$ cat config.mk
export PLATFORM = sky130hd
export DESIGN_NAME = apam_top
export DESIGN_NICKNAME = d
export VERILOG_FILES = /design/src/rtl/apam_pkg.sv /design/src/rtl/apam_chan_edge.sv /design/src/rtl/apam_mask_gen.sv /design/src/rtl/apam_top.sv
export VERILOG_INCLUDE_DIRS = /design/src /design/src/rtl
export SDC_FILE = /design/constraint.sdc
export NUM_CORES = 1
export LEC_CHECK = 0
export BUFFER_PORTS_ARGS = -buffer_cell sky130_fd_sc_hd__clkbuf_2
export CORE_ASPECT_RATIO = 1.2
export CORE_MARGIN = 2
export CORE_UTILIZATION = 60
export CTS_CLUSTER_DIAMETER = 200
export DETAILED_ROUTE_END_ITERATION = 12
export GPL_ROUTABILITY_DRIVEN = 0
export PLACE_DENSITY = 0.79
export SLEW_MARGIN = 0
export SYNTH_ARGS = -nofsm -noshare
export SYNTH_HDL_FRONTEND = slang
export SYNTH_SLANG_ARGS = --single-unit
$ cat constraint.sdc
create_clock -name clk_sys -period 10.6 [get_ports clk_sys]
set_clock_uncertainty 0.1 [all_clocks]
set_input_delay 0.53 -clock clk_sys [delete_from_list [all_inputs] [get_ports clk_sys]]
set_output_delay 0.53 -clock clk_sys [all_outputs]
set_load 0.005 [all_outputs]
$ cat src/rtl/apam_params.svh
`ifndef APAM_PARAMS_SVH
`define APAM_PARAMS_SVH

// Register indices; byte address is four times the index
`define APAM_IDX_CMD 8'h50
`define APAM_IDX_STATUS 8'h51
`define APAM_IDX_VMASK 8'h52
`define APAM_IDX_HM_AFTER 8'h53
`define APAM_IDX_HM_BEFORE 8'h54
`define APAM_IDX_OPTIONS 8'h55
`define APAM_IDX_THRESH 8'h56
`define APAM_IDX_RESULT3 8'h57
`define APAM_IDX_RESULT2 8'h58
`define APAM_IDX_RESULT1 8'h59
`define APAM_IDX_RESULT0 8'h5A

// Reset values and the vmask write mask
`define APAM_RST_VMASK 8'h01
`define APAM_RST_HM_AFTER 8'h01
`define APAM_RST_HM_BEFORE 8'h01
`define APAM_RST_OPTIONS 8'h20
`define APAM_RST_THRESH 8'h0A
`define APAM_VMASK_WMASK 8'h77

// Field positions in the options and status registers
`define APAM_OPT_BLUE_OFF 0
`define APAM_OPT_GREEN_OFF 1
`define APAM_OPT_RED_OFF 2
`define APAM_OPT_TARGET 3
`define APAM_OPT_LENGTH 4
`define APAM_OPT_ON_VSYNC 5
`define APAM_OPT_SOFT_RST 6
`define APAM_STATUS_BUSY 7

// Command codes
`define APAM_CMD_SET_PHASE 3'h3
`define APAM_CMD_APPLY_DATA_ENABLE_COMMAND 3'h4

// Search lengths in vertical sync intervals
`define APAM_STEPS_FAST 7'h1C
`define APAM_STEPS_SLOW 7'h40
// Fast search spreads 28 steps over 64 phases: phase = step*73/32
`define APAM_FAST_MUL 7'h49

`endif

$ cat src/rtl/apam_pkg.sv
package apam_pkg;

  typedef enum logic [1:0] {
    s_idle,
    s_arm,
    s_meas,
    s_apply
  } apam_state_t;

  typedef logic [5:0] apam_phase_t;

endpackage : apam_pkg

$ cat src/rtl/apam_chan_edge.sv
`timescale 1ns/10ps
`default_nettype none
`include "apam_params.svh"

module apam_chan_edge (
  // Clock and reset
  input wire logic clk_sys,
  input wire logic rst,
  input wire logic srst,
  // Pixel stream and settings
  input wire logic [7:0] pix,
  input wire logic chan_off,
  input wire logic [7:0] thresh,
  // Transition flag
  output logic edge_hit
);

  logic [7:0] prev_ff;
  logic [7:0] nxt_prev;
  logic hit_ff;
  logic nxt_hit;
  logic [8:0] diff;
  logic [9:0] thr_full;

  // Compare this pixel against the last one
  always_comb begin
    diff = (pix > prev_ff) ? {1'b0, pix - prev_ff} : {1'b0, prev_ff - pix};
    thr_full = {thresh, 2'b00};
    nxt_prev = pix;
    nxt_hit = !chan_off && ({1'b0, diff} > thr_full);
  end

  // Soft reset clears the history so no stale edge is counted
  always_ff @(posedge clk_sys or posedge rst) begin
    if (rst) begin
      prev_ff <= 8'h00;
      hit_ff <= 1'b0;
    end else if (srst) begin
      prev_ff <= 8'h00;
      hit_ff <= 1'b0;
    end else begin
      prev_ff <= nxt_prev;
      hit_ff <= nxt_hit;
    end
  end

  assign edge_hit = hit_ff;

  property p_thr_hit;
    @(posedge clk_sys) disable iff (rst)
    hit_ff |-> $past(!chan_off && !srst) &&
      ({2'b00, $past(diff)} > {$past(thresh), 2'b00});
  endproperty
  a_thr_hit: assert property (p_thr_hit)
    else $error("transition flag set below threshold");

endmodule : apam_chan_edge
`default_nettype wire

$ cat src/rtl/apam_mask_gen.sv
`timescale 1ns/10ps
`default_nettype none
`include "apam_params.svh"

module apam_mask_gen (
  // Clock and reset
  input wire logic clk_sys,
  input wire logic rst,
  input wire logic srst,
  // Sync events
  input wire logic hs_rise,
  input wire logic vs_rise,
  // Mask settings
  input wire logic [2:0] code_before,
  input wire logic [2:0] code_after,
  input wire logic [7:0] h_after,
  input wire logic [7:0] h_before,
  // Pixel takes part
  output logic pix_ok
);

  logic [15:0] pix_cnt_ff, nxt_pix_cnt;
  logic [15:0] line_len_ff, nxt_line_len;
  logic [11:0] line_cnt_ff, nxt_line_cnt;
  logic [11:0] frame_len_ff, nxt_frame_len;
  logic ok_ff, nxt_ok;
  logic [5:0] lines_before, lines_after;

  // Line counts excluded around the vertical sync
  always_comb begin
    unique case (code_before)
      3'h0: lines_before = 6'h00;
      3'h1: lines_before = 6'h01;
      3'h2: lines_before = 6'h02;
      3'h3: lines_before = 6'h04;
      3'h4: lines_before = 6'h06;
      3'h5: lines_before = 6'h08;
      3'h6: lines_before = 6'h0A;
      3'h7: lines_before = 6'h0C;
    endcase
    unique case (code_after)
      3'h0: lines_after = 6'h05;
      3'h1: lines_after = 6'h12;
      3'h2: lines_after = 6'h13;
      3'h3: lines_after = 6'h14;
      3'h4: lines_after = 6'h16;
      3'h5: lines_after = 6'h19;
      3'h6: lines_after = 6'h29;
      3'h7: lines_after = 6'h2C;
    endcase
  end

  // Positions count from the sync edges; the trailing masks use the
  // length of the previous line and frame, so the first ones mask everything
  always_comb begin
    nxt_pix_cnt = hs_rise ? 16'h0000 :
      ((&pix_cnt_ff) ? pix_cnt_ff : pix_cnt_ff + 16'h0001);
    nxt_line_len = hs_rise ? pix_cnt_ff : line_len_ff;
    nxt_line_cnt = vs_rise ? 12'h000 :
      ((hs_rise && !(&line_cnt_ff)) ? line_cnt_ff + 12'h001 : line_cnt_ff);
    nxt_frame_len = vs_rise ? line_cnt_ff : frame_len_ff;
    nxt_ok = !hs_rise &&
      (line_cnt_ff >= {6'h00, lines_after}) &&
      ({1'b0, line_cnt_ff} + {7'h00, lines_before} <
        {1'b0, frame_len_ff}) &&
      (pix_cnt_ff >= {7'h00, h_after, 1'b0}) &&
      ({1'b0, pix_cnt_ff} + {8'h00, h_before, 1'b0} <
        {1'b0, line_len_ff});
  end

  always_ff @(posedge clk_sys or posedge rst) begin
    if (rst) begin
      pix_cnt_ff <= 16'h0000;
      line_len_ff <= 16'h0000;
      line_cnt_ff <= 12'h000;
      frame_len_ff <= 12'h000;
      ok_ff <= 1'b0;
    end else if (srst) begin
      pix_cnt_ff <= 16'h0000;
      line_len_ff <= 16'h0000;
      line_cnt_ff <= 12'h000;
      frame_len_ff <= 12'h000;
      ok_ff <= 1'b0;
    end else begin
      pix_cnt_ff <= nxt_pix_cnt;
      line_len_ff <= nxt_line_len;
      line_cnt_ff <= nxt_line_cnt;
      frame_len_ff <= nxt_frame_len;
      ok_ff <= nxt_ok;
    end
  end

  assign pix_ok = ok_ff;

  property p_hmask_after;
    @(posedge clk_sys) disable iff (rst)
    (pix_cnt_ff < {7'h00, h_after, 1'b0}) |=> !ok_ff;
  endproperty
  a_hmask_after: assert property (p_hmask_after)
    else $error("pixel after hsync edge not masked");

  property p_vmask_after;
    @(posedge clk_sys) disable iff (rst)
    (line_cnt_ff < {6'h00, lines_after}) |=> !ok_ff;
  endproperty
  a_vmask_after: assert property (p_vmask_after)
    else $error("line after vsync edge not masked");

endmodule : apam_mask_gen
`default_nettype wire

$ cat src/rtl/apam_top.sv
// Our own choice: the Avalon-MM register port.
`timescale 1ns/10ps
`default_nettype none
`include "apam_params.svh"

module apam_top
  import apam_pkg::*;
(
  // Clock and reset
  input wire logic clk_sys,
  input wire logic rst,
  // Avalon-MM slave, byte addressed
  input wire logic [9:0] avs_address,
  input wire logic avs_read,
  input wire logic avs_write,
  input wire logic [31:0] avs_writedata,
  input wire logic [3:0] avs_byteenable,
  output logic [31:0] avs_readdata,
  output logic avs_waitrequest,
  // Video input pins
  input wire logic [7:0] pix_red,
  input wire logic [7:0] pix_green,
  input wire logic [7:0] pix_blue,
  input wire logic hsync_output,
  input wire logic vsync_in,
  // Phase and window control
  output logic [5:0] sample_phase,
  output logic de_window_load,
  output logic phase_operation_active
);

  ////////////////////////////////////////////////////////////////////////
  // Input synchronisers

  logic [23:0] pix_s1_ff, pix_s2_ff;
  logic [1:0] sync_s1_ff, sync_s2_ff, sync_s3_ff;

  // Only the second stage feeds logic; the third gives edge history
  always_ff @(posedge clk_sys or posedge rst) begin
    if (rst) begin
      pix_s1_ff <= 24'h000000;
      pix_s2_ff <= 24'h000000;
      sync_s1_ff <= 2'h0;
      sync_s2_ff <= 2'h0;
      sync_s3_ff <= 2'h0;
    end else begin
      pix_s1_ff <= {pix_red, pix_green, pix_blue};
      pix_s2_ff <= pix_s1_ff;
      sync_s1_ff <= {vsync_in, hsync_output};
      sync_s2_ff <= sync_s1_ff;
      sync_s3_ff <= sync_s2_ff;
    end
  end

  logic hs_rise, vs_rise;
  assign hs_rise = sync_s2_ff[0] && !sync_s3_ff[0];
  assign vs_rise = sync_s2_ff[1] && !sync_s3_ff[1];

  ////////////////////////////////////////////////////////////////////////
  // Register bus

  logic [7:0] vmask_ff, hm_after_ff, hm_before_ff, opt_ff, thr_ff;
  logic [7:0] nxt_vmask, nxt_hm_after, nxt_hm_before, nxt_opt, nxt_thr;
  logic wait_ff, nxt_wait;
  logic [31:0] rdata_ff, nxt_rdata;
  logic [7:0] idx;
  logic wr_take, cmd_phase, cmd_de;
  logic [31:0] ext_ff;
  apam_state_t state_ff;

  assign idx = avs_address[9:2];
  // A write lands only at the edge where waitrequest is seen low
  assign wr_take = avs_write && !wait_ff && avs_byteenable[0];
  assign cmd_phase = wr_take && (idx == `APAM_IDX_CMD) &&
    (avs_writedata[2:0] == `APAM_CMD_SET_PHASE);
  assign cmd_de = wr_take && (idx == `APAM_IDX_CMD) &&
    (avs_writedata[2:0] == `APAM_CMD_APPLY_DATA_ENABLE_COMMAND);

  // Answer one cycle after a request; unmapped reads return zero
  always_comb begin
    nxt_wait = !((avs_read || avs_write) && wait_ff);
    nxt_rdata = rdata_ff;
    if (avs_read && wait_ff) begin
      unique case (idx)
        `APAM_IDX_STATUS: nxt_rdata = {24'h000000,
          state_ff != s_idle, 7'h00};
        `APAM_IDX_VMASK: nxt_rdata = {24'h000000, vmask_ff};
        `APAM_IDX_HM_AFTER: nxt_rdata = {24'h000000, hm_after_ff};
        `APAM_IDX_HM_BEFORE: nxt_rdata = {24'h000000, hm_before_ff};
        `APAM_IDX_OPTIONS: nxt_rdata = {24'h000000, opt_ff};
        `APAM_IDX_THRESH: nxt_rdata = {24'h000000, thr_ff};
        // Result bytes expose the extreme count; not to be relied on
        `APAM_IDX_RESULT3: nxt_rdata = {24'h000000, ext_ff[31:24]};
        `APAM_IDX_RESULT2: nxt_rdata = {24'h000000, ext_ff[23:16]};
        `APAM_IDX_RESULT1: nxt_rdata = {24'h000000, ext_ff[15:8]};
        `APAM_IDX_RESULT0: nxt_rdata = {24'h000000, ext_ff[7:0]};
        default: nxt_rdata = 32'h00000000;
      endcase
    end
  end

  // Settings registers; bit 7 of options is kept as written
  always_comb begin
    nxt_vmask = vmask_ff;
    nxt_hm_after = hm_after_ff;
    nxt_hm_before = hm_before_ff;
    nxt_opt = opt_ff;
    nxt_thr = thr_ff;
    if (wr_take) begin
      unique case (idx)
        `APAM_IDX_VMASK:
          nxt_vmask = avs_writedata[7:0] & `APAM_VMASK_WMASK;
        `APAM_IDX_HM_AFTER: nxt_hm_after = avs_writedata[7:0];
        `APAM_IDX_HM_BEFORE: nxt_hm_before = avs_writedata[7:0];
        `APAM_IDX_OPTIONS: nxt_opt = avs_writedata[7:0];
        `APAM_IDX_THRESH: nxt_thr = avs_writedata[7:0];
        default: nxt_opt = opt_ff;
      endcase
    end
  end

  always_ff @(posedge clk_sys or posedge rst) begin
    if (rst) begin
      wait_ff <= 1'b1;
      rdata_ff <= 32'h00000000;
      vmask_ff <= `APAM_RST_VMASK;
      hm_after_ff <= `APAM_RST_HM_AFTER;
      hm_before_ff <= `APAM_RST_HM_BEFORE;
      opt_ff <= `APAM_RST_OPTIONS;
      thr_ff <= `APAM_RST_THRESH;
    end else begin
      wait_ff <= nxt_wait;
      rdata_ff <= nxt_rdata;
      vmask_ff <= nxt_vmask;
      hm_after_ff <= nxt_hm_after;
      hm_before_ff <= nxt_hm_before;
      opt_ff <= nxt_opt;
      thr_ff <= nxt_thr;
    end
  end

  assign avs_waitrequest = wait_ff;
  assign avs_readdata = rdata_ff;

  ////////////////////////////////////////////////////////////////////////
  // Measurement datapath

  logic srst;
  logic [2:0] hits;
  logic pix_ok;
  assign srst = opt_ff[`APAM_OPT_SOFT_RST];

  genvar gi;
  generate
    for (gi = 0; gi < 3; gi++) begin : g_chan
      apam_chan_edge u_edge (
        .clk_sys(clk_sys),
        .rst(rst),
        .srst(srst),
        .pix(pix_s2_ff[gi*8 +: 8]),
        .chan_off(opt_ff[gi]),
        .thresh(thr_ff),
        .edge_hit(hits[gi])
      );
    end
  endgenerate

  apam_mask_gen u_mask (
    .clk_sys(clk_sys),
    .rst(rst),
    .srst(srst),
    .hs_rise(hs_rise),
    .vs_rise(vs_rise),
    .code_before(vmask_ff[2:0]),
    .code_after(vmask_ff[6:4]),
    .h_after(hm_after_ff),
    .h_before(hm_before_ff),
    .pix_ok(pix_ok)
  );

  ////////////////////////////////////////////////////////////////////////
  // Phase search

  apam_state_t nxt_state;
  logic [6:0] step_ff, nxt_step, last_step;
  logic [31:0] acc_ff, nxt_acc, nxt_ext;
  apam_phase_t cand_ff, nxt_cand, ext_ph_ff, nxt_ext_ph;
  apam_phase_t phase_ff, nxt_phase;
  logic have_ff, nxt_have, slow_ff, nxt_slow, de_ff, nxt_de, better;
  logic [13:0] fast_prod;
  logic [1:0] hit_sum;

  assign hit_sum = {1'b0, hits[0]} + {1'b0, hits[1]} + {1'b0, hits[2]};
  assign last_step = slow_ff ? `APAM_STEPS_SLOW - 7'h01 :
    `APAM_STEPS_FAST - 7'h01;
  assign fast_prod = nxt_step * `APAM_FAST_MUL;
  // Best phase has most sharp transitions, worst has fewest
  assign better = !have_ff || (opt_ff[`APAM_OPT_TARGET] ?
    (acc_ff < ext_ff) : (acc_ff > ext_ff));

  // Candidate phase drives sampling while searching; one per frame
  always_comb begin
    nxt_state = state_ff;
    nxt_step = step_ff;
    nxt_acc = acc_ff;
    nxt_ext = ext_ff;
    nxt_ext_ph = ext_ph_ff;
    nxt_have = have_ff;
    nxt_slow = slow_ff;
    nxt_phase = phase_ff;
    nxt_de = cmd_de;
    unique case (state_ff)
      s_idle: begin
        if (cmd_phase) begin
          nxt_state = s_arm;
          nxt_step = 7'h00;
          nxt_have = 1'b0;
          nxt_slow = opt_ff[`APAM_OPT_LENGTH];
        end
      end
      s_arm: begin
        if (vs_rise) begin
          nxt_state = s_meas;
          nxt_acc = 32'h00000000;
        end
      end
      s_meas: begin
        if (vs_rise) begin
          nxt_acc = 32'h00000000;
          nxt_step = step_ff + 7'h01;
          if (better) begin
            nxt_ext = acc_ff;
            nxt_ext_ph = cand_ff;
            nxt_have = 1'b1;
          end
          if (step_ff == last_step) begin
            nxt_state = s_apply;
          end
        end else if (pix_ok && !(&acc_ff)) begin
          nxt_acc = acc_ff + {30'h00000000, hit_sum};
        end
      end
      s_apply: begin
        if (!opt_ff[`APAM_OPT_ON_VSYNC] || vs_rise) begin
          nxt_phase = ext_ph_ff;
          nxt_state = s_idle;
        end
      end
    endcase
    nxt_cand = nxt_slow ? nxt_step[5:0] : fast_prod[10:5];
    if (nxt_state == s_meas || nxt_state == s_arm) begin
      nxt_phase = nxt_cand;
    end
  end

  // Soft reset parks the search; the applied phase is kept
  always_ff @(posedge clk_sys or posedge rst) begin
    if (rst) begin
      state_ff <= s_idle;
      step_ff <= 7'h00;
      acc_ff <= 32'h00000000;
      ext_ff <= 32'h00000000;
      ext_ph_ff <= 6'h00;
      cand_ff <= 6'h00;
      have_ff <= 1'b0;
      slow_ff <= 1'b0;
      phase_ff <= 6'h00;
      de_ff <= 1'b0;
    end else if (srst) begin
      state_ff <= s_idle;
      step_ff <= 7'h00;
      acc_ff <= 32'h00000000;
      have_ff <= 1'b0;
      de_ff <= 1'b0;
    end else begin
      state_ff <= nxt_state;
      step_ff <= nxt_step;
      acc_ff <= nxt_acc;
      ext_ff <= nxt_ext;
      ext_ph_ff <= nxt_ext_ph;
      cand_ff <= nxt_cand;
      have_ff <= nxt_have;
      slow_ff <= nxt_slow;
      phase_ff <= nxt_phase;
      de_ff <= nxt_de;
    end
  end

  logic busy_ff;
  always_ff @(posedge clk_sys or posedge rst) begin
    if (rst) begin
      busy_ff <= 1'b0;
    end else begin
      busy_ff <= (nxt_state != s_idle) && !srst;
    end
  end

  assign sample_phase = phase_ff;
  assign de_window_load = de_ff;
  assign phase_operation_active = busy_ff;

  ////////////////////////////////////////////////////////////////////////
  // Checks

  property p_cmd_start;
    @(posedge clk_sys) disable iff (rst)
    (cmd_phase && state_ff == s_idle && !srst) |=> busy_ff && state_ff == s_arm;
  endproperty
  a_cmd_start: assert property (p_cmd_start)
    else $error("phase command did not start search");

  property p_de_pulse;
    @(posedge clk_sys) disable iff (rst)
    (cmd_de && !srst) |=> de_ff ##1 !de_ff || $past(cmd_de);
  endproperty
  a_de_pulse: assert property (p_de_pulse)
    else $error("window command pulse wrong");

  property p_soft_reset;
    @(posedge clk_sys) disable iff (rst)
    srst |=> state_ff == s_idle && !busy_ff;
  endproperty
  a_soft_reset: assert property (p_soft_reset)
    else $error("soft reset did not park search");

  property p_busy_match;
    @(posedge clk_sys) disable iff (rst)
    busy_ff == (state_ff != s_idle);
  endproperty
  a_busy_match: assert property (p_busy_match)
    else $error("busy status disagrees with search state");

  property p_apply_now;
    @(posedge clk_sys) disable iff (rst)
    (state_ff == s_apply && !opt_ff[`APAM_OPT_ON_VSYNC] && !srst) |=>
      phase_ff == $past(ext_ph_ff) && state_ff == s_idle;
  endproperty
  a_apply_now: assert property (p_apply_now)
    else $error("immediate phase update missed");

  property p_fast_len;
    @(posedge clk_sys) disable iff (rst)
    (state_ff == s_meas && !slow_ff) |-> step_ff < `APAM_STEPS_FAST;
  endproperty
  a_fast_len: assert property (p_fast_len)
    else $error("fast search ran too long");

  property p_blue_off;
    @(posedge clk_sys) disable iff (rst)
    opt_ff[`APAM_OPT_BLUE_OFF] [*2] |-> !hits[0];
  endproperty
  a_blue_off: assert property (p_blue_off)
    else $error("disabled blue channel counted");

  property p_wait_answer;
    @(posedge clk_sys) disable iff (rst)
    ((avs_read || avs_write) && wait_ff) |=> !wait_ff ##1 wait_ff;
  endproperty
  a_wait_answer: assert property (p_wait_answer)
    else $error("bus answer not one cycle");

endmodule : apam_top
`default_nettype wire

==> results.md <==
- DP Worst Slack: 5992 ps
- Post-CTS sizing: 0
- Via count: 12720
- Crit path from: g_chan[0].u_edge.prev_ff[2]
- Antenna diodes: 0
- GRT Residual Overflow: 0
- Die width: 156.7 µm
- RSZ-0062 raised after global routing: false
- Remaining routing DRC violations: 0
- R2r startpoint: g_chan[0].u_edge.prev_ff[2]
- Remaining antenna violation count after routing: 0
- Post-route cell area: 18620 µm²
- Status: completed
- Worst Path Max Fanout: 11
- Count of input and output buffers: 63
- Slew Limit Headroom: 15.41%
- P per Cell Area: 172.8 nW/µm²
- Clk Latency, worst-skew pair: 570 ps
- Finished Layout Cells: 2186
- Largest family of logic cells by synthesized area: simple AND/OR/NAND/NOR gates
- DIE AREA: 29360 µm²
- First DRT Iteration DRCs: 905
- Depth of the CTS H-tree: 1
- Multiplexer share of the synthesized area: 6.682%
- CTS tree: done
- WHS: 13.56 ps
- Post-Syn Area: 16800 µm²
- Routed vias/inst: 5.818
- Worst reg-to-reg setup slack: 5970 ps
- Worst Path Required: 10940 ps
- Min cycle time layout: 4631 ps
- R2R depth: 16
- Die height: 187.3 µm
- Fin crit share: 43.69%
- CTS root buffer: clkbuf_16
- Post-synthesis register bit count: 280
- Post-Synth Simple-Gate Area: 14.45%
- Post-synth EDFFs: 0
- # fillers: 2176
- Final setup TNS: 0 ps
- Post-synth cell types: 70
- Total clock sinks: 280
- Final Hold Viols: 0
- Area grow syn2layout: 10.86%
- Final HPWL DP: 26750 µm
- F_max: 215.9 MHz
- Top FF cell, synth: dfrtp_1
- Vias in the first global route: 12770
- Reg clk slew, reported paths: 60 ps
- Num CTS Buffers: 29
- GRT Resource Usage Total: 25.54%
- Pre-antenna DRT Iters: 6
- Synth Area in Adders: 13.97%
- Register area share after synthesis: 41.77%
- Worst hold path class: input pin to asynchronous set/reset pin
- Async set or reset register ratio after synthesis: 100.0%
- Initial antenna violation count: 0
- Compound-Gate Fraction of Synth Area: 11.95%
- Avg Cell Area, Syn: 9.840 µm²
- Initial Utilization: 60.54%
- Crit path DAT: 4970 ps
- Global-route wire length before repair: 61090 µm
- Layout cells sized above 1: 11.90%
- Row Count: 67
- Worst vdd ir: 0.1437 mV
- Hold buffer count at CTS: 26
- Measured slew at the worst slew-check pin: 1256 ps
- Yosys warns: 0
- Routed WL per cell: 16.82 µm
- CP Capture Type: flop
- Critical path class: flop to flop
- Critical path endpoint: g_chan[0].u_edge.edge_hit
- Layout net count: 2041
- DP Area: 17360 µm²
- Max clock buf depth: 3
- Setup slack after layout: 5969 ps
- Placed Instances: 2106
- CP startpoint kind: flop
- Pleak: 9.256 nW
- Core area: 27750 µm²
- Reg-to-reg critical path endpoint: g_chan[0].u_edge.edge_hit
- IO Pins: 117
- Syn Inst Count: 1707
- Max_cap viols: 0
- Post-CTS Setup Bufs: 0
- Pin count of the biggest net entering global routing: 139
- Synth Area in XOR/XNOR: 5.006%
- WL final: 36770 µm
- Final setup viols: 0
- Final Slew Violations: 0
-- how the worst min path moves through the flow --
| stage | from | to | slack, ps |
|---|---|---|---|
| global placement | pix_s1_ff[6] | pix_s2_ff[6] | 230 |
| detailed placement | pix_s1_ff[10] | pix_s2_ff[10] | 230 |
| finish | rst | sample_phase[2] | 10 |
| global route | avs_read | avs_waitrequest | 10 |
| floorplan | pix_s1_ff[0] | pix_s2_ff[0] | 230 |
| CTS | avs_read | avs_waitrequest | 2 |
-- per-layer routing --
layer / vias to the layer above / track usage (%) / wire (µm)
met1: 6167 / 31.32 / 14650
met2: 407 / 44.15 / 18350
met3: 117 / 3.869 / 2101
met4: 0 / 11.64 / 1665
li1: 6027 / - / -
met5: - / 0 / 0
-- cell usage in the layout (no fill, tap or decap), types with 12 or more instances in the layout --
cell type,netlist,final
nand2b_1,20,20
o21a_1,12,12
inv_1,161,160
nor3_1,14,14
a21oi_1,83,83
xnor2_1,43,43
ha_1,170,170
dfrtp_1,273,272
o21ai_0,68,68
nor2b_1,27,27
mux2_2,72,72
a22oi_1,22,22
clkbuf_2,0,63
nor2_1,127,127
a21o_1,33,33
nand2_1,149,149
buf_4,24,13
clkbuf_16,0,29
conb_1,1,24
xor2_1,53,53
a211oi_1,13,13
and3_1,18,18
nand4_1,34,34
nor4_1,15,14
mux2i_1,30,30
dlygate4sd3_1,0,26
nand3_1,41,41
-- registers in the layout (all words and copies together), names as in the netlist, 12 cells and up --
name                   count
u_mask.line_cnt_ff        12
pix_s1_ff                 24
ext_ff                    32
g_chan.u_edge.prev_ff     24
u_mask.frame_len_ff       12
pix_s2_ff                 24
u_mask.pix_cnt_ff         16
acc_ff                    32
u_mask.line_len_ff        16
-- cells in the mapped netlist, drive strengths merged, types with 4 or more instances --
library cell | n | area [µm²]
or3 | 11 | 68.82
o31ai | 7 | 52.55
and4 | 11 | 96.34
a221oi | 10 | 87.58
xor2 | 53 | 464.2
inv | 161 | 604.3
clkbuf | 45 | 168.9
o21bai | 8 | 60.06
nor2b | 27 | 168.9
dfstp | 7 | 183.9
ha | 170 | 2127
nor3b | 4 | 30.03
nor3 | 14 | 70.07
mux2 | 73 | 822.0
nand4 | 34 | 212.7
o21a | 12 | 90.09
nand3 | 42 | 215.2
buf | 34 | 260.2
a22oi | 22 | 165.2
o21ai | 69 | 345.3
fa | 11 | 220.2
nor4 | 16 | 115.1
nand2b | 20 | 125.1
dfrtp | 273 | 6832
a31oi | 6 | 37.54
o211ai | 10 | 80.07
mux2i | 30 | 300.3
a21oi | 83 | 415.4
nand3b | 6 | 45.04
nor2 | 127 | 476.7
a211oi | 13 | 97.59
nand2 | 149 | 559.3
a222oi | 6 | 60.06
and2 | 8 | 50.05
xnor2 | 43 | 376.6
o41ai | 4 | 35.03
and3 | 18 | 112.6
a21o | 33 | 247.7
-- final cells by class --
type / count / area [µm²] / area share, %
clock inverter: 17 / 224.0 / 1.203
sequential: 280 / 7017 / 37.68
tap: 379 / 474.2 / 2.547
clock buffer: 37 / 775.7 / 4.166
multi-input combinational: 1210 / 8846 / 47.50
inverter: 161 / 611.8 / 3.286
timing repair buffer: 102 / 673.1 / 3.615
-- metrics by stage --
stage	util (%)	power, mW
2_1_floorplan	-	1.930
3_3_place_gp	62.57	2.106
3_5_place_dp	62.57	2.150
4_1_cts	67.11	3.240
5_1_grt	67.11	3.410
6_report	67.11	3.217
-- cells by family (layout without fill, tap and decap cells) --
kind of cell	after synthesis	in the layout
AND/OR/NAND/NOR	497	497
AO/OA/AOI/OAI	309	309
flip-flops	280	280
buffers and inverters	240	317
adder cells (fa/ha/maj)	181	181
multiplexers	103	103
XOR/XNOR	96	96
other	1	24
-- critical path, stage by stage (launching register included) --
cell      delay, ps
dfrtp_1         340
inv_1            40
ha_1            370
nor2b_1         160
o21ai_0         280
a21oi_1         160
o21ai_0         990
mux2_2          460
a2111o_1        410
a21boi_0        240
xnor2_1         150
ha_1            260
o21a_1          100
o21ai_0         150
nand2b_1         80
a21oi_1         150
nor4_1           60
-- where the power goes --
part	internal [mW]	switching, mW	total (mW)
registers	1.16	0.0766	1.23
logic	0.407	0.504	0.911
clock network	0.640	0.432	1.07
total	2.20	1.01	3.22
Power figures use the tool's default switching activity.
